File: config.mk
export PLATFORM = sky130hd
export DESIGN_NAME = vcom_ctrl_flat
export DESIGN_NICKNAME = d
export VERILOG_FILES = /design/src/rtl/vcom_pkg.sv /design/src/rtl/vcom_if.sv /design/src/rtl/vcom_fifo.sv /design/src/rtl/vcom_ctrl.sv /design/src/flat_wrapper.sv
export SDC_FILE = /design/constraint.sdc
export NUM_CORES = 1
export LEC_CHECK = 0
export ABC_AREA = 1
export BUFFER_PORTS_ARGS = -buffer_cell sky130_fd_sc_hd__buf_2
export CAP_MARGIN = 25
export CORE_ASPECT_RATIO = 0.7
export CORE_MARGIN = 4
export CORE_UTILIZATION = 40
export DETAILED_ROUTE_END_ITERATION = 7
export PLACE_DENSITY = 0.58
export RECOVER_POWER = 25
export SLEW_MARGIN = 0
export SYNTH_ARGS = -nofsm -noshare
export SYNTH_HDL_FRONTEND = slang
export SYNTH_HIERARCHICAL = 1
export SYNTH_SLANG_ARGS = --single-unit
File: constraint.sdc
create_clock -name i_ref_clk -period 5.3 [get_ports i_ref_clk]
set_input_delay 1.06 -clock i_ref_clk [delete_from_list [all_inputs] [get_ports i_ref_clk]]
set_output_delay 1.06 -clock i_ref_clk [all_outputs]
set_load 0.01 [all_outputs]
File: src/rtl/vcom_pkg.sv
// shared constants for the serial bridge between board controller and target
// assumes a single 100 MHz clock feeding both ends
package vcom_pkg;
    localparam int unsigned CLK_HZ = 100_000_000;
    localparam int unsigned BAUD_DEFAULT = 115_200;
    localparam int unsigned BAUD_MIN = 9_600;
    localparam int unsigned BAUD_MAX = 921_600;
    localparam int unsigned DATA_BITS = 8;
    localparam int unsigned FIFO_DEPTH = 16;
    localparam int unsigned DIV_W = 16;
    localparam logic [DIV_W-1:0] DIV_DEFAULT = DIV_W'(CLK_HZ / BAUD_DEFAULT);
    localparam logic [DIV_W-1:0] DIV_MIN = DIV_W'(CLK_HZ / BAUD_MAX);
    localparam logic [DIV_W-1:0] DIV_MAX = DIV_W'(CLK_HZ / BAUD_MIN);
    localparam logic [3:0] LAST_BIT = 4'h9;
    localparam logic [3:0] STOP_BIT = 4'h9;
    // apb register map, one word each
    localparam logic [7:0] ADDR_CTRL = 8'h00;
    localparam logic [7:0] ADDR_DIV = 8'h04;
    localparam logic [7:0] ADDR_TXDATA = 8'h08;
    localparam logic [7:0] ADDR_RXDATA = 8'h0c;
    localparam logic [7:0] ADDR_STATUS = 8'h10;
    // ctrl fields
    localparam int unsigned CTRL_EN = 0;
    localparam int unsigned CTRL_HS_LO = 1;
    localparam int unsigned CTRL_SOCK = 3;
    localparam int unsigned CTRL_USB = 4;
    localparam int unsigned SLV_ERR_BIT = 31;
    typedef enum logic [1:0] {HS_DISABLED, HS_RTS, HS_CTS, HS_RTSCTS} handshake_e;
    // host path selection
    typedef enum logic [1:0] {PATH_NONE, PATH_USB, PATH_SOCKET} path_e;
endpackage : vcom_pkg

File: src/rtl/vcom_if.sv
// link between board controller and target uart
// resolves cts here from its output and enable, high while the output is not enabled
`timescale 1ns/10ps
`default_nettype none
interface vcom_if;
    logic tx;
    logic rx;
    logic cts_o;
    logic cts_oe_b;
    logic rts;
    logic enable;
    logic cts;
    assign cts = cts_oe_b ? 1'b1 : cts_o;
    modport ctrl (input tx, input rts, input enable, output rx, output cts_o, output cts_oe_b);
    modport target (output tx, output rts, output enable, input rx, input cts);
endinterface : vcom_if
`default_nettype wire

File: src/rtl/vcom_fifo.sv
// synchronous valid/ready fifo
// assumes both sides on the one clock
`timescale 1ns/10ps
`default_nettype none
module vcom_fifo #(
    parameter int unsigned WIDTH = 8,
    parameter int unsigned DEPTH = 16
) (
    input wire logic i_ref_clk,
    input wire logic i_rst_b,
    input wire logic i_flush,
    input wire logic i_in_valid,
    output logic o_in_ready,
    input wire logic [WIDTH-1:0] i_in_data,
    output logic o_out_valid,
    input wire logic i_out_ready,
    output logic [WIDTH-1:0] o_out_data
);
    localparam int unsigned AW = $clog2(DEPTH);
    logic [WIDTH-1:0] mem [DEPTH];
    logic [AW-1:0] wp_r;
    logic [AW-1:0] rp_r;
    logic [AW:0] cnt_r;
    logic push;
    logic pop;
    assign o_in_ready = (cnt_r != (AW+1)'(DEPTH));
    assign o_out_valid = (cnt_r != '0);
    assign push = i_in_valid && o_in_ready;
    assign pop = o_out_valid && i_out_ready;
    assign o_out_data = mem[rp_r];
    always_ff @(posedge i_ref_clk)
    begin
        if (push)
            mem[wp_r] <= i_in_data;
    end
    always_ff @(posedge i_ref_clk or negedge i_rst_b)
    begin
        if (!i_rst_b)
        begin
            wp_r <= '0;
            rp_r <= '0;
            cnt_r <= '0;
        end
        else if (i_flush)
        begin
            wp_r <= '0;
            rp_r <= '0;
            cnt_r <= '0;
        end
        else
        begin
            if (push)
                wp_r <= (wp_r == AW'(DEPTH-1)) ? '0 : wp_r + 1'b1;
            if (pop)
                rp_r <= (rp_r == AW'(DEPTH-1)) ? '0 : rp_r + 1'b1;
            cnt_r <= cnt_r + (AW+1)'(push) - (AW+1)'(pop);
        end
    end
endmodule : vcom_fifo
`default_nettype wire

File: src/rtl/vcom_ctrl.sv
// Contract
// target sends on tx, controller on rx
// data passes only while enable asserted
// default 115200 8n1, no handshake
// baud 9600..921600, four handshake modes
// drop cts when receive buffer full
// target halts new characters while cts low
// rts checking stops further characters to target
// character in flight always completes
// disabled: cts undriven, rts ignored
// rts mode: drive cts, ignore rts
// cts mode: cts undriven, gate on rts
// rtscts: drive cts and gate on rts
// no rts checking: send regardless
// target drives rts when controller checks it
// one host path, socket beats usb
// idle high, start low, lsb first, stop high
// board-controller end: apb registers, uart engine, receive fifo
// assumes apb on i_ref_clk; link pins come from another domain
`timescale 1ns/10ps
`default_nettype none
module vcom_ctrl
    import vcom_pkg::*;
(
    input wire logic i_ref_clk,
    input wire logic i_rst_b,
    input wire logic psel,
    input wire logic penable,
    input wire logic pwrite,
    input wire logic [7:0] paddr,
    input wire logic [31:0] pwdata,
    output logic [31:0] prdata,
    output logic pready,
    output logic pslverr,
    vcom_if.ctrl link
);
    logic [1:0] tx_s_r;
    logic [1:0] rts_s_r;
    logic [1:0] en_s_r;
    logic enable_r;
    handshake_e hs_r;
    logic sock_r;
    logic usb_r;
    logic [DIV_W-1:0] div_r;
    logic [DATA_BITS-1:0] txd_r;
    logic txd_valid_r;
    logic [DATA_BITS-1:0] rxd_r;
    logic rx_ovr_r;
    path_e path;
    logic gate_rts;
    logic drive_cts;
    logic open_link;
    logic acc;
    logic wr;
    logic [DIV_W-1:0] tx_cnt_r;
    logic [3:0] tx_bit_r;
    logic [9:0] tx_sh_r;
    logic tx_busy_r;
    logic [DIV_W-1:0] rx_cnt_r;
    logic [3:0] rx_bit_r;
    logic [DATA_BITS-1:0] rx_sh_r;
    logic rx_busy_r;
    logic rx_push;
    logic fifo_in_ready;
    logic fifo_out_valid;
    logic fifo_pop;
    logic [DATA_BITS-1:0] fifo_out;
    logic rx_pin;
    logic rts_pin;

    // synchronisers
    always_ff @(posedge i_ref_clk or negedge i_rst_b)
    begin
        if (!i_rst_b)
        begin
            tx_s_r <= 2'b11;
            rts_s_r <= 2'b00;
            en_s_r <= 2'b00;
        end
        else
        begin
            tx_s_r <= {tx_s_r[0], link.tx};
            rts_s_r <= {rts_s_r[0], link.rts};
            en_s_r <= {en_s_r[0], link.enable};
        end
    end
    assign rx_pin = tx_s_r[1];
    assign rts_pin = rts_s_r[1];

    assign path = sock_r ? PATH_SOCKET : (usb_r ? PATH_USB : PATH_NONE);
    assign open_link = en_s_r[1] && enable_r && (path != PATH_NONE);
    assign gate_rts = (hs_r == HS_CTS) || (hs_r == HS_RTSCTS);
    assign drive_cts = (hs_r == HS_RTS) || (hs_r == HS_RTSCTS);
    assign link.cts_oe_b = !drive_cts;
    assign link.cts_o = fifo_in_ready;
    assign link.rx = tx_sh_r[0];

    // apb slave, zero wait
    assign acc = psel && penable;
    assign wr = acc && pwrite;
    assign pready = 1'b1;
    always_comb
    begin
        pslverr = 1'b0;
        prdata = '0;
        case (paddr)
            ADDR_CTRL: prdata = {27'h0, usb_r, sock_r, hs_r, enable_r};
            ADDR_DIV: prdata = {16'h0, div_r};
            ADDR_TXDATA: prdata = {24'h0, txd_r};
            ADDR_RXDATA: prdata = {24'h0, fifo_out};
            ADDR_STATUS: prdata = {26'h0, path, rx_ovr_r, fifo_out_valid, txd_valid_r,
                tx_busy_r};
            default: pslverr = acc;
        endcase
    end
    assign fifo_pop = acc && !pwrite && (paddr == ADDR_RXDATA);

    always_ff @(posedge i_ref_clk or negedge i_rst_b)
    begin
        if (!i_rst_b)
        begin
            enable_r <= 1'b0;
            hs_r <= HS_DISABLED;
            sock_r <= 1'b0;
            usb_r <= 1'b0;
            div_r <= DIV_DEFAULT;
        end
        else if (wr && paddr == ADDR_CTRL)
        begin
            enable_r <= pwdata[CTRL_EN];
            hs_r <= handshake_e'(pwdata[CTRL_HS_LO +: 2]);
            sock_r <= pwdata[CTRL_SOCK];
            usb_r <= pwdata[CTRL_USB];
        end
        else if (wr && paddr == ADDR_DIV)
        begin
            if (pwdata[31:DIV_W] != '0 || pwdata[DIV_W-1:0] > DIV_MAX)
                div_r <= DIV_MAX;
            else if (pwdata[DIV_W-1:0] < DIV_MIN)
                div_r <= DIV_MIN;
            else
                div_r <= pwdata[DIV_W-1:0];
        end
    end

    always_ff @(posedge i_ref_clk or negedge i_rst_b)
    begin
        if (!i_rst_b)
        begin
            txd_r <= '0;
            txd_valid_r <= 1'b0;
        end
        else if (wr && paddr == ADDR_TXDATA && !txd_valid_r)
        begin
            txd_r <= pwdata[DATA_BITS-1:0];
            txd_valid_r <= 1'b1;
        end
        else if (!tx_busy_r && txd_valid_r && open_link && (!gate_rts || rts_pin))
            txd_valid_r <= 1'b0;
    end

    // transmitter toward target
    always_ff @(posedge i_ref_clk or negedge i_rst_b)
    begin
        if (!i_rst_b)
        begin
            tx_busy_r <= 1'b0;
            tx_sh_r <= '1;
            tx_cnt_r <= '0;
            tx_bit_r <= '0;
        end
        else if (!tx_busy_r)
        begin
            if (txd_valid_r && open_link && (!gate_rts || rts_pin))
            begin
                tx_busy_r <= 1'b1;
                tx_sh_r <= {1'b1, txd_r, 1'b0};
                tx_cnt_r <= div_r - 1'b1;
                tx_bit_r <= '0;
            end
        end
        else if (tx_cnt_r != '0)
            tx_cnt_r <= tx_cnt_r - 1'b1;
        else if (tx_bit_r == LAST_BIT)
        begin
            tx_busy_r <= 1'b0;
            tx_sh_r <= '1;
        end
        else
        begin
            tx_sh_r <= {1'b1, tx_sh_r[9:1]};
            tx_bit_r <= tx_bit_r + 1'b1;
            tx_cnt_r <= div_r - 1'b1;
        end
    end

    // receiver from target, samples mid bit
    always_ff @(posedge i_ref_clk or negedge i_rst_b)
    begin
        if (!i_rst_b)
        begin
            rx_busy_r <= 1'b0;
            rx_cnt_r <= '0;
            rx_bit_r <= '0;
            rx_sh_r <= '0;
            rx_push <= 1'b0;
            rx_ovr_r <= 1'b0;
        end
        else
        begin
            rx_push <= 1'b0;
            if (rx_push && !fifo_in_ready)
                rx_ovr_r <= 1'b1;
            else if (wr && paddr == ADDR_STATUS && pwdata[2])
                rx_ovr_r <= 1'b0;
            if (!rx_busy_r)
            begin
                if (!rx_pin && open_link)
                begin
                    rx_busy_r <= 1'b1;
                    rx_cnt_r <= {1'b0, div_r[DIV_W-1:1]};
                    rx_bit_r <= '0;
                end
            end
            else if (rx_cnt_r != '0)
                rx_cnt_r <= rx_cnt_r - 1'b1;
            else
            begin
                rx_cnt_r <= div_r - 1'b1;
                rx_bit_r <= rx_bit_r + 1'b1;
                if (rx_bit_r == '0 && rx_pin)
                    rx_busy_r <= 1'b0;
                else if (rx_bit_r == STOP_BIT)
                begin
                    rx_busy_r <= 1'b0;
                    rx_push <= rx_pin;
                end
                else
                    rx_sh_r <= (rx_bit_r == '0) ? rx_sh_r : {rx_pin, rx_sh_r[7:1]};
            end
        end
    end

    vcom_fifo #(
        .WIDTH(DATA_BITS),
        .DEPTH(FIFO_DEPTH)
    ) u_rx_fifo (
        .i_ref_clk(i_ref_clk),
        .i_rst_b(i_rst_b),
        .i_flush(!open_link),
        .i_in_valid(rx_push),
        .o_in_ready(fifo_in_ready),
        .i_in_data(rx_sh_r),
        .o_out_valid(fifo_out_valid),
        .i_out_ready(fifo_pop),
        .o_out_data(fifo_out)
    );
endmodule : vcom_ctrl
`default_nettype wire

File: src/flat_wrapper.sv
// flat-port wrapper written by rule: the top's interface ports become plain ports
module vcom_ctrl_flat import vcom_pkg::*;
  (i_ref_clk, i_rst_b, psel, penable, pwrite, paddr, pwdata, prdata, pready, pslverr, link_tx, link_rts, link_enable, link_rx, link_cts_o, link_cts_oe_b);
  vcom_if link_i ();
  input wire logic i_ref_clk;
  input wire logic i_rst_b;
  input wire logic psel;
  input wire logic penable;
  input wire logic pwrite;
  input wire logic [7:0] paddr;
  input wire logic [31:0] pwdata;
  output logic [31:0] prdata;
  output logic pready;
  output logic pslverr;
  input wire logic [$bits(link_i.tx)-1:0] link_tx;
  input wire logic [$bits(link_i.rts)-1:0] link_rts;
  input wire logic [$bits(link_i.enable)-1:0] link_enable;
  output wire logic [$bits(link_i.rx)-1:0] link_rx;
  output wire logic [$bits(link_i.cts_o)-1:0] link_cts_o;
  output wire logic [$bits(link_i.cts_oe_b)-1:0] link_cts_oe_b;
  assign link_i.tx = link_tx;
  assign link_i.rts = link_rts;
  assign link_i.enable = link_enable;
  assign link_rx = link_i.rx;
  assign link_cts_o = link_i.cts_o;
  assign link_cts_oe_b = link_i.cts_oe_b;
  vcom_ctrl u_core (.i_ref_clk(i_ref_clk), .i_rst_b(i_rst_b), .psel(psel), .penable(penable), .pwrite(pwrite), .paddr(paddr), .pwdata(pwdata), .prdata(prdata), .pready(pready), .pslverr(pslverr), .link(link_i));
endmodule
=== Yosys cells after proc, flatten, opt, wreduce, memory -nomap -nowiden ===
Memories as Yosys holds them, arrays and structs flattened.
Index checks and enable logic that the tools add are counted.
Widths: inputs -> output; s select.

* Bits in latches: 0
* Memories kept: 1
* Bits in registers: 111
* Output and inout port bits: 37
* Bits in read-only memories: 0
* Memory bits (writable): 128
* Input port bits: 48

* Divide/modulo/power cells: 0
* Add/sub/neg operators: 9
* Reduce and logical (&&, ||, !) cells: 51
* Bitwise gates (word level): 5
* Magnitude comparators: 2
* Shift operators: 0
* Eq/ne operators: 18
* Mux-type cells: 50
* Multipliers: 0

{| class="wikitable"
|+ Memories
! name !! depth !! bits a word !! rd ports !! clocked after memory_dff !! write ports !! line !! source
|-
| u_core.u_rx_fifo.mem || 16 || 8 || 1 || 0 || 1 || vcom_fifo.sv:20 || <nowiki>logic [WIDTH-1:0] mem [DEPTH];</nowiki>
|}

{| class="wikitable"
|+ Operator list
! cell !! count
|-
| $mux 16 || 9
|-
| $pmux 16 s5 || 1
|-
| $mux 4 || 13
|-
| $reduce_bool 16->1 || 3
|-
| $sub 16x1->16 const B || 3
|-
| $mux 10 || 3
|-
| $logic_and 1x1->1 || 22
|-
| $mux 1 || 21
|-
| $add 4x1->4 const B || 4
|-
| $eq 4x4->1 const B || 4
|-
| $eq 8x4->1 const B || 2
|-
| $gt 16x14->1 const B || 1
|-
| $lt 16x7->1 const B || 1
|-
| $ne 2x2->1 const B || 5
|-
| $reduce_bool 2->1 || 5
|-
| $mux 9 || 1
|-
| $eq 8x3->1 const B || 1
|-
| $eq 8x5->1 const B || 1
|-
| $logic_not 8->1 || 1
|-
| $reduce_and 2->1 || 4
|-
| $logic_not 1->1 || 7
|-
| $add 5x1->5 || 1
|-
| $mux 5 || 1
|-
| $ne 5x5->1 const B || 1
|-
| 12 further kinds || 20
|}

=== Depth between registers and ports, before layout ===
Gate-level depths: netlist of the first run.

* Depth after elaboration: 8
* Depth in mapped cells: 16
* Depth with buffers taken out: 16

=== By module ===
The synthesis of the first run kept the hierarchy.

{| class="wikitable"
|+ Modules (own cells, without submodules)
! module !! cells each !! sequential area each (um^2) !! times used !! area an instance (um^2)
|-
| vcom_ctrl || 967 || 2,447.3 || 1 || 6,492.5
|-
| vcom_fifo || 627 || 4,169.0 || 1 || 6,384.9
|}

=== Worst setup path after synthesis of the first run ===
No wires, ideal clock.

* Path kind: input to register
* Start point: in paddr[7]
* End point: reg u_core.u_rx_fifo.cnt_r[4]
* Setup time: 0.119 ns
* Required time: 5.181 ns
* Slack: 2.046 ns
* Path buffers: 0
* Stages: 15
* Arrival: 3.135 ns
* Path through: nor2_1 nand3_1 nor2_1 nand3_1 nor3_1 nand2_1 inv_1 ha_1 inv_1 ha_1 inv_1 fa_1 nand3b_1 a21oi_1 nor2_1

* Longest elaborated chain between the ends: 5

{| class="wikitable"
|+ Ends and longest elaborated chain
! what !! line !! source
|-
| from (decl) || flat_wrapper.sv:10 || <nowiki>input wire logic [7:0] paddr;</nowiki>
|-
| $eq 8x4->1 || vcom_ctrl.sv:116 || <nowiki>assign fifo_pop = acc && !pwrite && (paddr == ADDR_RXDATA);</nowiki>
|-
| $logic_and 1x1->1 || vcom_ctrl.sv:116 ||
|-
| named net u_core.fifo_pop || vcom_ctrl.sv:66 || <nowiki>logic fifo_pop;</nowiki>
|-
| $logic_and 1x1->1 || vcom_fifo.sv:29 || <nowiki>assign pop = o_out_valid && i_out_ready;</nowiki>
|-
| $sub 5x1->5 || vcom_fifo.sv:56 || <nowiki>cnt_r <= cnt_r + (AW+1)'(push) - (AW+1)'(pop);</nowiki>
|-
| $mux 5 || vcom_fifo.sv:44 || <nowiki>else if (i_flush)</nowiki>
|-
| to (signal assigned) || vcom_fifo.sv:56 ||
|-
| to (decl) || vcom_fifo.sv:23 || <nowiki>logic [AW:0] cnt_r;</nowiki>
|}

The timed path passes the listed nets, and every way through them passes these cells.
A chain may end at the register's enable or synchronous reset.

=== Worst setup path after layout of the first run ===
* Start point: reg u_core.u_rx_fifo.rp_r[0]
* End point: out prdata[1]

* Longest elaborated chain between the ends: 2

{| class="wikitable"
|+ Ends and longest elaborated chain
! what !! line !! source
|-
| from (decl) || vcom_fifo.sv:22 || <nowiki>logic [AW-1:0] rp_r;</nowiki>
|-
| from (signal assigned) || vcom_fifo.sv:55 || <nowiki>rp_r <= (rp_r == AW'(DEPTH-1)) ? '0 : rp_r + 1'b1;</nowiki>
|-
| $mem_v2 16x8 || - ||
|-
| named net u_core.fifo_out[1] || vcom_ctrl.sv:67 || <nowiki>logic [DATA_BITS-1:0] fifo_out;</nowiki>
|-
| $pmux 16 s5 || vcom_ctrl.sv:106 || <nowiki>case (paddr)</nowiki>
|-
| to (decl) || flat_wrapper.sv:12 || <nowiki>output logic [31:0] prdata;</nowiki>
|}

The timed path passes the listed nets, and every way through them passes these cells.

==> summary.txt, run 1 <==
Run status
  • Status: finished, violations left
  • Violated checks: max-capacitance violations, max-slew violations

Synthesis
  • Ys async rst share: 46.22%
  • FF+latch count, synth: 238
  • Post-Syn Instances: 1594
  • Avg Cell Area, Syn: 8.079 um2
  • Post-synth EDFFs: 128
  • Top FF cell, synth: edfxtp_1
  • Synth unique cells: 43
  • Sequential cell area fraction in the yosys report: 51.38%
  • Netlist Area Pre-Place: 12880 um2
  • Syn. warnings: 6

Floorplan
  • Die Span X: 222.5 um
  • Num ports: 85
  • Chip height: 158.1 um
  • Initial core utilization: 40.99%
  • Area of the core: 31420 um2
  • DIE AREA: 35170 um2
  • Placement row count: 54

Route
  • Number of remaining DRC errors: 0
  • Total Routed Length: 35990 um
  • DRT iter0 DRCs: 1104
  • Vias per cell: 5.048
  • Post-DRT Antenna Nets: 0
  • WL per Instance: 17.19 um
  • 1st-pass router iterations: 5
  • Vias: 10570

Timing
  • Slew HR: -63.73%
  • Worst hold slack: 0.3517 ns
  • Fin. Hold Viols: 0
  • F_max: 0.2586 GHz
  • Setup WS post-layout: 1.432 ns
  • Final Max Tran Viols: 42
  • Worst-margin pin slew: 2.456 ns
  • Tmin final: 3.868 ns
  • RSZ-0062 raised after global routing: false
  • Worst Skew: 0.01905 ns
  • Setup tns final: 0 ns
  • Final Cycle Share: 72.97%
  • Setup violators final: 0

Clocking
  • Worst-skew pair later-pin latency: 0.54 ns
  • CTS root buffer: clkbuf_16
  • CTS tree: yes
  • Worst-path clk slew: 0.06 ns
  • CTS buffer count: 25
  • Cts hold-fix bufs: 0
  • CTS Buffer Depth: 3
  • Clock H-tree levels: 1
  • PostCTS Resize Cnt: 0
  • # clock sinks: 238
  • Setup bufs post-CTS: 0

Pwr
  • Comb pwr share: 8.2%
  • Clk pwr share: 42.6%
  • Net Switching: 0.9748 mW
  • Pwr dens: 280.7 nW/um2
  • Net switching fraction of the power: 24.40%
  • Sequential share of power: 49.2%
  • Pleak: 6.571 nW
  • Int Power: 3.021 mW
  • Pwr Total: 3.996 mW
  • VDD IR-drop max: 0.1946 mV

Critical path
  • Slowest stage cell, crit path: inv_2
  • Setup CP Type: reg -> out
  • Worst Reg-to-Reg Cells: 12
  • Critical R2R Launch: u_core/u_rx_fifo/cnt_r[2]
  • Delay-heaviest family, CP: simple AND/OR/NAND/NOR gates
  • Element type at the critical path end: output pin
  • Critical path arrival: 2.81 ns
  • Cell Chain, Critical Path: inv_2 > nand2_1 > nand3_1 > nand2_1 > nor2_1 > nand2_1 > nand2_1 > nand2_1 > nand4_1 > buf_2
  • WP buf/inv: 2
  • Critical path fanouts, max: 50
  • Crit path largest cell delay: 0.70 ns
  • Setup slack, reg-to-reg: 2.74 ns
  • CP startpoint kind: flip-flop
  • Reg-to-reg endpoint: u_core/u_rx_fifo/cnt_r[4]
  • Worst path required time: 4.24 ns
  • CP dominant cell by count: nand2_1

Placed design
  • Placed Area: 13450 um2
  • Dpl ws: 1.547 ns
  • Port Buffers: 67
  • Placed cells: 2047
  • Gpl congestion: 0.9315
  • Detailed Place HPWL: 26010 um

Global routing
  • Gr ovfl total: 0
  • Overall Global Routing Usage: 20.34%
  • Antenna violations before repair: 2
  • First-pass GRT wire length: 56010 um
  • Largest net degree at the start of global routing: 84
  • Vias in the first global route: 9791

Hold path
  • Worst hold path class: reg -> reg
  • HP Start: u_core/rts_s_r[0]
  • Hold EP: u_core/rts_s_r[1]
  • Hold path depth: 0

Flow run
  • Max-Cap Viols: 1

Finish
  • Area growth, synth to finish: 10.52%
  • Fill cell total of the finished layout: 3131
  • Final Core Density: 45.30%
  • Nets: 1724
  • Post-route cell area: 14230 um2
  • Share of layout cells above drive strength 1: 11.18%
  • Cell Count, Final, Fillers Out: 2094
[area by class of cell]
class	count	area, um2	area share, %
sequential	238	6618	46.50
clock buffer	35	703.2	4.941
timing repair buffer	72	371.6	2.611
inverter	200	750.7	5.275
multi-input combinational	1117	5182	36.41
clock inverter	10	76.32	0.5363
tap	420	525.5	3.692
antenna	2	5.005	0.03516
[worst max-delay path by stage]
stage / startpoint / to / depth (start not counted)
after floorplan: paddr[7] / u_core/u_rx_fifo/cnt_r[4] / 15
after global placement: paddr[4] / u_core/u_rx_fifo/cnt_r[4] / 16
after detailed placement: paddr[4] / u_core/u_rx_fifo/cnt_r[4] / 16
after CTS: u_core/u_rx_fifo/rp_r[0] / prdata[6] / 10
after global routing: u_core/u_rx_fifo/rp_r[0] / prdata[6] / 10
final: u_core/u_rx_fifo/rp_r[0] / prdata[1] / 10
[synthesized netlist by cell type, types with 2 or more instances]
library cell    n  area, um2
a21oi_1        10      50.05
buf_2           9      45.04
buf_4          29      217.7
buf_6           6      67.56
clkbuf_1        9      33.78
conb_1          2      7.510
dfrtp_1        94       2352
dfstp_2        16      420.4
edfxtp_1      128       3844
ha_1           21      262.8
inv_1         190      713.2
inv_2           9      33.78
nand2_1       546       2049
nand2_2        11      68.82
nand3_1       154      770.7
nand3_2        11      110.1
nand3_4         2      35.03
nand3b_1        2      15.01
nand4_1        20      125.1
nor2_1        187      701.9
nor2_2          8      50.05
nor2_4          2      22.52
nor2_8          2      40.04
nor3_1          6      30.03
nor3b_1         2      15.01
nor4_1          2      12.51
o211ai_1        2      15.01
o21ai_0        42      210.2
o21ai_1        12      60.06
o21ai_2        16      140.1
o21bai_1        2      15.01
o22ai_1        15      93.84
xnor2_1         4      35.03
xor2_1         14      122.6
[placed cells by master, fill, tap and decap left out, types with 4 or more instances in the layout]
master,synthesis,routed
nand2_1,546,546
inv_1,190,190
nor2_1,187,187
nand3_1,154,154
edfxtp_1,128,128
dfrtp_1,94,93
buf_2,9,66
o21ai_0,42,42
clkbuf_16,0,25
ha_1,21,21
nand4_1,20,20
conb_1,2,17
o21ai_2,16,16
dfstp_2,16,16
o22ai_1,15,15
xor2_1,14,14
o21ai_1,12,12
nand2_2,11,11
nand3_2,11,11
a21oi_1,10,10
inv_2,9,9
nor2_2,8,8
clkbuf_1,9,7
nor3_1,6,6
clkinv_1,1,5
buf_4,29,5
clkbuf_8,0,4
xnor2_1,4,4
[registers in the layout (all words and copies together), names as in the netlist, 5 cells and up]
register	cells
u_core/txd_r	8
u_core/u_rx_fifo/cnt_r	5
u_core/tx_cnt_r	16
u_core/u_rx_fifo/mem	128
u_core/tx_sh_r	9
u_core/rx_cnt_r	16
u_core/div_r	16
u_core/rx_sh_r	8
[power by group through the flow]
stage	logic, mW	registers [mW]	clock network [mW]
finish	0.326	1.97	1.70
global route	0.375	1.97	1.84
CTS	0.324	1.97	1.74
detailed placement	0.321	2.00	0
global placement	0.320	2.00	0
floorplan	0.225	2.00	0
[per-layer routing]
layer	part of all wire, %	wire [um]	global-route usage, %	vias up
met5	0	0	0	-
met4	2.6	920	5.603	0
met3	9.9	3552	5.005	55
met2	38	13570	26.98	409
met1	50	17950	32.48	4923
li1	-	-	-	5183
[cell families after synthesis]
family | after synthesis | share of synthesized area [%]
DFF | 238 | 51.38
adders and majority gates | 22 | 2.196
other | 2 | 0.05832
buffers and inverters | 254 | 8.813
AOI/OAI and AO/OA | 102 | 4.722
and+or+nand+nor | 958 | 31.61
xor gates and xnor gates | 18 | 1.224
Power figures use the tool's default switching activity.
==> run 2, diff against run 1 <==
clock period = 3.8 ns   (was 5.3 ns; I/O delays follow)
==> run 2 against run 1 <==
  * The run still ends with max-capacitance violations, max-slew violations left
  * Via count increased by 0.57%
  * Total power grew 42%
  * Count of clock-buffer cells in the layout shrank 1
  * Worst hold slack got worse by 0.019 ns
  * Cell count increased by 0.38%
  * Final area rose by 0.80%
  * Non-clock buffer count is 8 higher
  * Combinational power rose by 38%
  * Wire length increased by 1.3%
  * Largest cell class unchanged
  * Largest power group unchanged
  * Highest routed layer unchanged
==> summary.txt, run 2 (synthesis results as in run 1) <==
Run status
  • Status: finished, violations left (unchanged)
  • Violated checks: max-capacitance violations, max-slew violations (unchanged)

Finish
  • Share of layout cells above drive strength 1: 11.78% (was 11.18%)
  • Largest Register: u_core/u_rx_fifo/mem (unchanged)
  • Nets: 1732 (was 1724)
  • Largest register FFs: 128 (unchanged)
  • Most frequent cells in the layout: nand2_1 (546), inv_1 (190), nor2_1 (187), nand3_1 (154), edfxtp_1 (128) (unchanged)
  • Most common library cell in the layout ignoring fill and taps: nand2_1 (unchanged)
  • Area growth, synth to finish: 11.41% (was 10.52%)

Critical path
  • Worst path required time: 3.04 ns (was 4.24 ns)
  • Reg-to-reg endpoint: u_core/u_rx_fifo/cnt_r[4] (unchanged)
  • Critical path arrival: 2.64 ns (was 2.81 ns)
  • Critical R2R Launch: u_core/u_rx_fifo/cnt_r[2] (unchanged)
  • Critical path origin: u_core/u_rx_fifo/rp_r[0] (unchanged)
  • Critical path fanouts, max: 24 (was 50)
  • Setup slack, reg-to-reg: 1.26 ns (was 2.74 ns)
  • Element type at the critical path end: output pin (unchanged)
  • Worst Reg-to-Reg Cells: 12 (unchanged)
  • Capture point of the worst path: prdata[3] (was prdata[1])
  • Setup CP Type: reg -> out (unchanged)
  • CP startpoint kind: flip-flop (unchanged)

Hold path
  • Worst hold path class: in -> reg (was reg -> reg)

Route
  • DR top layer: met4 (unchanged)
  • Vias: 10630 (was 10570)
  • Number of remaining DRC errors: 0 (unchanged)
  • Vias per cell: 5.057 (was 5.048)
  • DRT met1 WL: 18010 um (was 17950 um)
  • WL per Instance: 17.35 um (was 17.19 um)
  • Metal2 WL: 14240 um (was 13570 um)
  • Post-DRT Antenna Nets: 0 (unchanged)
  • Wire length on met3: 3272 um (was 3552 um)
  • 1st-pass router iterations: 6 (was 5)
  • DRT iter0 DRCs: 1135 (was 1104)
  • Total Routed Length: 36470 um (was 35990 um)

Clocking
  • # clock sinks: 238 (unchanged)
  • CTS Buffer Depth: 3 (unchanged)
  • Worst-skew pair later-pin latency: 0.54 ns (about the same)
  • CTS buffer count: 25 (unchanged)
  • CTS tree: yes (unchanged)
  • CTS root buffer: clkbuf_16 (unchanged)
  • Cts hold-fix bufs: 0 (unchanged)
  • Worst-path clk slew: 0.06 ns (about the same)
  • PostCTS Resize Cnt: 0 (unchanged)
  • Setup bufs post-CTS: 0 (unchanged)
  • Clock H-tree levels: 1 (unchanged)

Floorplan
  • Chip height: 158.1 um (unchanged)
  • Initial core utilization: 40.99% (unchanged)
  • Placement row count: 54 (unchanged)
  • Area of the core: 31420 um2 (unchanged)
  • Num ports: 85 (unchanged)
  • Die Span X: 222.5 um (unchanged)
  • DIE AREA: 35170 um2 (unchanged)

Pwr
  • VDD IR-drop max: 0.2602 mV (was 0.1946 mV)
  • Pwr dens: 394.9 nW/um2 (was 280.7 nW/um2)
  • Pwr Total: 5.666 mW (was 3.996 mW)
  • Pleak: 6.637 nW (was 6.571 nW)

Timing
  • Final Max Tran Viols: 61 (was 42)
  • F_max: 0.2942 GHz
  • Fin. Hold Viols: 0 (unchanged)
  • Worst Skew: 0.02622 ns (was 0.01905 ns)
  • Worst-margin pin slew: 1.713 ns (was 2.456 ns)
  • Setup violators final: 0 (unchanged)
  • Setup tns final: 0 ns (unchanged)
  • Final Cycle Share: 89.46%
  • RSZ-0062 raised after global routing: false (unchanged)
  • Tmin final: 3.399 ns
  • Slew HR: -14.21% (was -63.73%)

Global routing
  • Largest net degree at the start of global routing: 84 (unchanged)
  • Overall Global Routing Usage: 20.65% (was 20.34%)
  • First-pass GRT wire length: 56990 um (was 56010 um)
  • Vias in the first global route: 9939 (was 9791)
  • Antenna violations before repair: 2 (unchanged)
  • Gr ovfl total: 0 (unchanged)

Placed design
  • Gpl congestion: 0.9319 (was 0.9315)
  • Detailed Place HPWL: 26160 um (was 26010 um)
  • Port Buffers: 67 (unchanged)

Flow run
  • Max-Cap Viols: 1 (unchanged)
==> run 2: cell count changes in the layout (fill, tap and decap cells not counted), sizes merged <==
cell,delta
buf,+8
bufinv,+1
clkbuf,-1
clkinv,+1
diode,-1
==> run 2: cell type report <==
class / instances / area (um2)
antenna: 1 / 2.502
fill: 3079 / 17070
sequential: 238 / 6618
inverter: 200 / 750.7
multi-input combinational: 1117 / 5182
clock inverter: 12 / 111.4
tap: 420 / 525.5
clock buffer: 34 / 710.7
timing repair buffer: 80 / 445.4
==> run 2: where the power goes <==
part / switching, mW / internal, mW / total [mW]
clock: 1.03 / 1.44 / 2.47
sequential: 0.0192 / 2.72 / 2.74
combinational: 0.311 / 0.139 / 0.450
total: 1.36 / 4.31 / 5.67
==> run 2: how the worst min path moves through the flow <==
stage | startpoint | endpoint | slack [ns] | cells after the start
2_1_floorplan | u_core/en_s_r[0] | u_core/en_s_r[1] | 0.33 | 0
3_3_place_gp | u_core/rts_s_r[0] | u_core/rts_s_r[1] | 0.34 | 0
3_5_place_dp | u_core/tx_s_r[0] | u_core/tx_s_r[1] | 0.35 | 0
4_1_cts | link_tx | u_core/tx_s_r[0] | 0.31 | 1
5_1_grt | link_tx | u_core/tx_s_r[0] | 0.30 | 1
6_report | link_tx | u_core/tx_s_r[0] | 0.33 | 1
==> run 2: routing by layer <==
| metal | track usage (%) | vias to the layer above |
|---|---|---|
| met5 | 0 | - |
| met4 | 4.635 | 0 |
| met3 | 4.263 | 61 |
| met2 | 29.01 | 417 |
| met1 | 32.63 | 4952 |
| li1 | - | 5200 |
==> run 2: critical path: stages, from the launching register on <==
cell and delay [ns]:
dfrtp_2 0.43, inv_2 0.38, buf_4 0.29, nand2_1 0.07, nand3_1 0.09, nand2_1 0.06, nor2_1 0.21, nand2_1 0.10
nand2_1 0.10, nand2_1 0.06, nand4_1 0.15, buf_2 0.15
==> run 2: stage by stage <==
| step | std cells | area (um2) | hold WS (ns) | utilization (%) | setup WS [ns] |
|---|---|---|---|---|---|
| detailed placement | 2054 | 13520 | 0.3510 | 43.02 | 0.4102 |
| finish | 2102 | 14350 | 0.3328 | 45.66 | 0.4006 |
| floorplan | 1609 | 12930 | 0.3312 | - | 0.8457 |
| global route | 2101 | 14340 | 0.3015 | 45.66 | 0.2392 |
| CTS | 2100 | 14340 | 0.3111 | 45.64 | 0.3849 |
| global placement | 2054 | 13520 | 0.3358 | 43.02 | 0.4495 |
==> run 3, diff against run 2 <==
BUFFER_PORTS_ARGS = -buffer_cell sky130_fd_sc_hd__buf_4   (was -buffer_cell sky130_fd_sc_hd__buf_2)
RECOVER_POWER = 100   (was 25)
==> run 3 against run 2 <==
  * Clock power about the same
  * The run still ends with max-capacitance violations, max-slew violations left
  * Utilization decreased by 0.35 points
  * Die area unchanged
  * Critical endpoint is now prdata[1]
  * Combinational power decreased by 2%
  * Worst setup slack got worse by 0.062 ns
  * Flip-flop and latch count unchanged
  * Largest power group unchanged
  * Clock skew decreased by 0.0093 ns
  * Wire length decreased by 0.26%
  * Total power decreased by 0.46%
  * Critical path type unchanged
  * Critical path depth decreased by 1
==> summary.txt, run 3 (synthesis results as in run 1) <==
Pwr
  • Pwr Total: 5.640 mW (was 5.666 mW)
  • Pleak: 6.503 nW (was 6.637 nW)
  • Pwr dens: 396.2 nW/um2 (was 394.9 nW/um2)
  • VDD IR-drop max: 0.3140 mV (was 0.2602 mV)

Finish
  • Nets: 1726 (was 1732)
  • Most common library cell in the layout ignoring fill and taps: nand2_1 (unchanged)
  • Largest register FFs: 128 (unchanged)
  • Largest Register: u_core/u_rx_fifo/mem (unchanged)
  • Area growth, synth to finish: 10.55% (was 11.41%)
  • Share of layout cells above drive strength 1: 8.119% (was 11.78%)
  • Most frequent cells in the layout: nand2_1 (555), inv_1 (193), nor2_1 (193), nand3_1 (157), edfxtp_1 (128) (was nand2_1 (546), inv_1 (190), nor2_1 (187), nand3_1 (154), edfxtp_1 (128))
  • Cell Count, Final, Fillers Out: 2097 (was 2102)

Route
  • Vias per cell: 5.026 (was 5.057)
  • 1st-pass router iterations: 6 (unchanged)
  • WL per Instance: 17.35 um (about the same)
  • Post-DRT Antenna Nets: 0 (unchanged)
  • Vias: 10540 (was 10630)
  • Total Routed Length: 36370 um (was 36470 um)
  • DRT iter0 DRCs: 975 (was 1135)
  • Number of remaining DRC errors: 0 (unchanged)

Timing
  • Setup WS post-layout: 0.3382 ns (was 0.4006 ns)
  • Slew HR: -0.3396% (was -14.21%)
  • Setup violators final: 0 (unchanged)
  • RSZ-0062 raised after global routing: false (unchanged)
  • Worst hold slack: 0.3394 ns (was 0.3328 ns)
  • Worst Skew: 0.01692 ns (was 0.02622 ns)
  • F_max: 0.2889 GHz (was 0.2942 GHz)
  • Setup tns final: 0 ns (unchanged)
  • Tmin final: 3.462 ns (was 3.399 ns)
  • Final Cycle Share: 91.10% (was 89.46%)
  • Final Max Tran Viols: 56 (was 61)
  • Worst-margin pin slew: 1.505 ns (was 1.713 ns)
  • Fin. Hold Viols: 0 (unchanged)

Global routing
  • Antenna violations before repair: 2 (unchanged)
  • Vias in the first global route: 9608 (was 9939)
  • Largest net degree at the start of global routing: 84 (unchanged)
  • First-pass GRT wire length: 56280 um (was 56990 um)
  • Gr ovfl total: 0 (unchanged)
  • Overall Global Routing Usage: 20.48% (was 20.65%)

Critical path
  • Worst path required time: 3.04 ns (about the same)
  • Critical path fanouts, max: 36 (was 24)
  • Critical path arrival: 2.70 ns (was 2.64 ns)
  • CP startpoint kind: flip-flop (unchanged)
  • Element type at the critical path end: output pin (unchanged)
  • Setup CP Type: reg -> out (unchanged)

Placed design
  • Port Buffers: 67 (unchanged)
  • Dpl ws: 0.4247 ns (was 0.4102 ns)
  • Gpl congestion: 0.9379 (was 0.9319)
  • Detailed Place HPWL: 26120 um (was 26160 um)
  • Placed cells: 2048 (was 2054)

Clocking
  • Clock H-tree levels: 1 (unchanged)
  • Setup bufs post-CTS: 0 (unchanged)
  • PostCTS Resize Cnt: 0 (unchanged)
  • # clock sinks: 238 (unchanged)
  • CTS Buffer Depth: 3 (unchanged)
  • Worst-path clk slew: 0.06 ns (about the same)
  • Cts hold-fix bufs: 0 (unchanged)
  • CTS buffer count: 26 (was 25)
  • CTS root buffer: clkbuf_16 (unchanged)
  • Worst-skew pair later-pin latency: 0.54 ns (about the same)
  • CTS tree: yes (unchanged)

Run status
  • Violated checks: max-capacitance violations, max-slew violations (unchanged)
  • Status: finished, violations left (unchanged)

Flow run
  • Max-Cap Viols: 1 (unchanged)

Floorplan
  • Num ports: 85 (unchanged)
  • Chip height: 158.1 um (unchanged)
  • Die Span X: 222.5 um (unchanged)
  • Initial core utilization: 40.99% (unchanged)
  • Placement row count: 54 (unchanged)
  • DIE AREA: 35170 um2 (unchanged)
  • Area of the core: 31420 um2 (unchanged)

Hold path
  • Worst hold path class: in -> reg (unchanged)
run 3: path summary, 6_finish.rpt:
path                                          start                   to  slack [ns]  cells after the start
max reg2reg                           u_core/sock_r   u_core/rx_bit_r[3]        0.85                      7
max                        u_core/u_rx_fifo/rp_r[0]            prdata[1]        0.34                     10
max in group asynchronous                   i_rst_b     u_core/en_s_r[0]        1.05                      2
min in group asynchronous                   i_rst_b  u_core/tx_cnt_r[10]        0.54                      1
min                                         link_tx     u_core/tx_s_r[0]        0.34                      1
min reg2reg                       u_core/rts_s_r[0]    u_core/rts_s_r[1]        0.35                      0
run 3: power by group:
part | total (mW) | switching [mW] | internal (mW)
combinational | 0.442 | 0.299 | 0.143
sequential | 2.74 | 0.0195 | 2.72
clock | 2.46 | 1.05 | 1.41
total | 5.64 | 1.37 | 4.27
run 3: cell type report:
type                            count  area [um2]
Inverter                          200       750.7
Tap cell                          420       525.5
Multi-Input combinational cell   1117        5046
Timing Repair Buffer               73       476.7
Antenna cell                        2       5.005
Clock buffer                       35       725.7
Sequential cell                   238        6618
Fill cell                        3167       17180
Clock inverter                     12       88.84
run 3: metal layers:
layer	track usage [%]	vias to the layer above	share of wire, %
li1	-	5174	-
met4	4.077	0	2.0
met2	28.59	391	40
met3	3.077	38	7.3
met1	33.40	4937	51
met5	0	-	0
run 3: per-stage QoR:
stage / util (%) / instance area, um2
floorplan: - / 12930
global placement: 43.44 / 13650
detailed placement: 43.44 / 13650
CTS: 46.04 / 14460
global route: 45.31 / 14240
finish: 45.31 / 14240
run 3: critical path: stages, from the launching register on:
cell,delay (ns)
dfrtp_2,0.42
inv_2,0.53
buf_4,0.34
nand2_1,0.07
nand3_1,0.09
nand3_1,0.09
nand2_1,0.09
nand2_1,0.07
nand2_1,0.07
nand4_1,0.17
buf_4,0.20
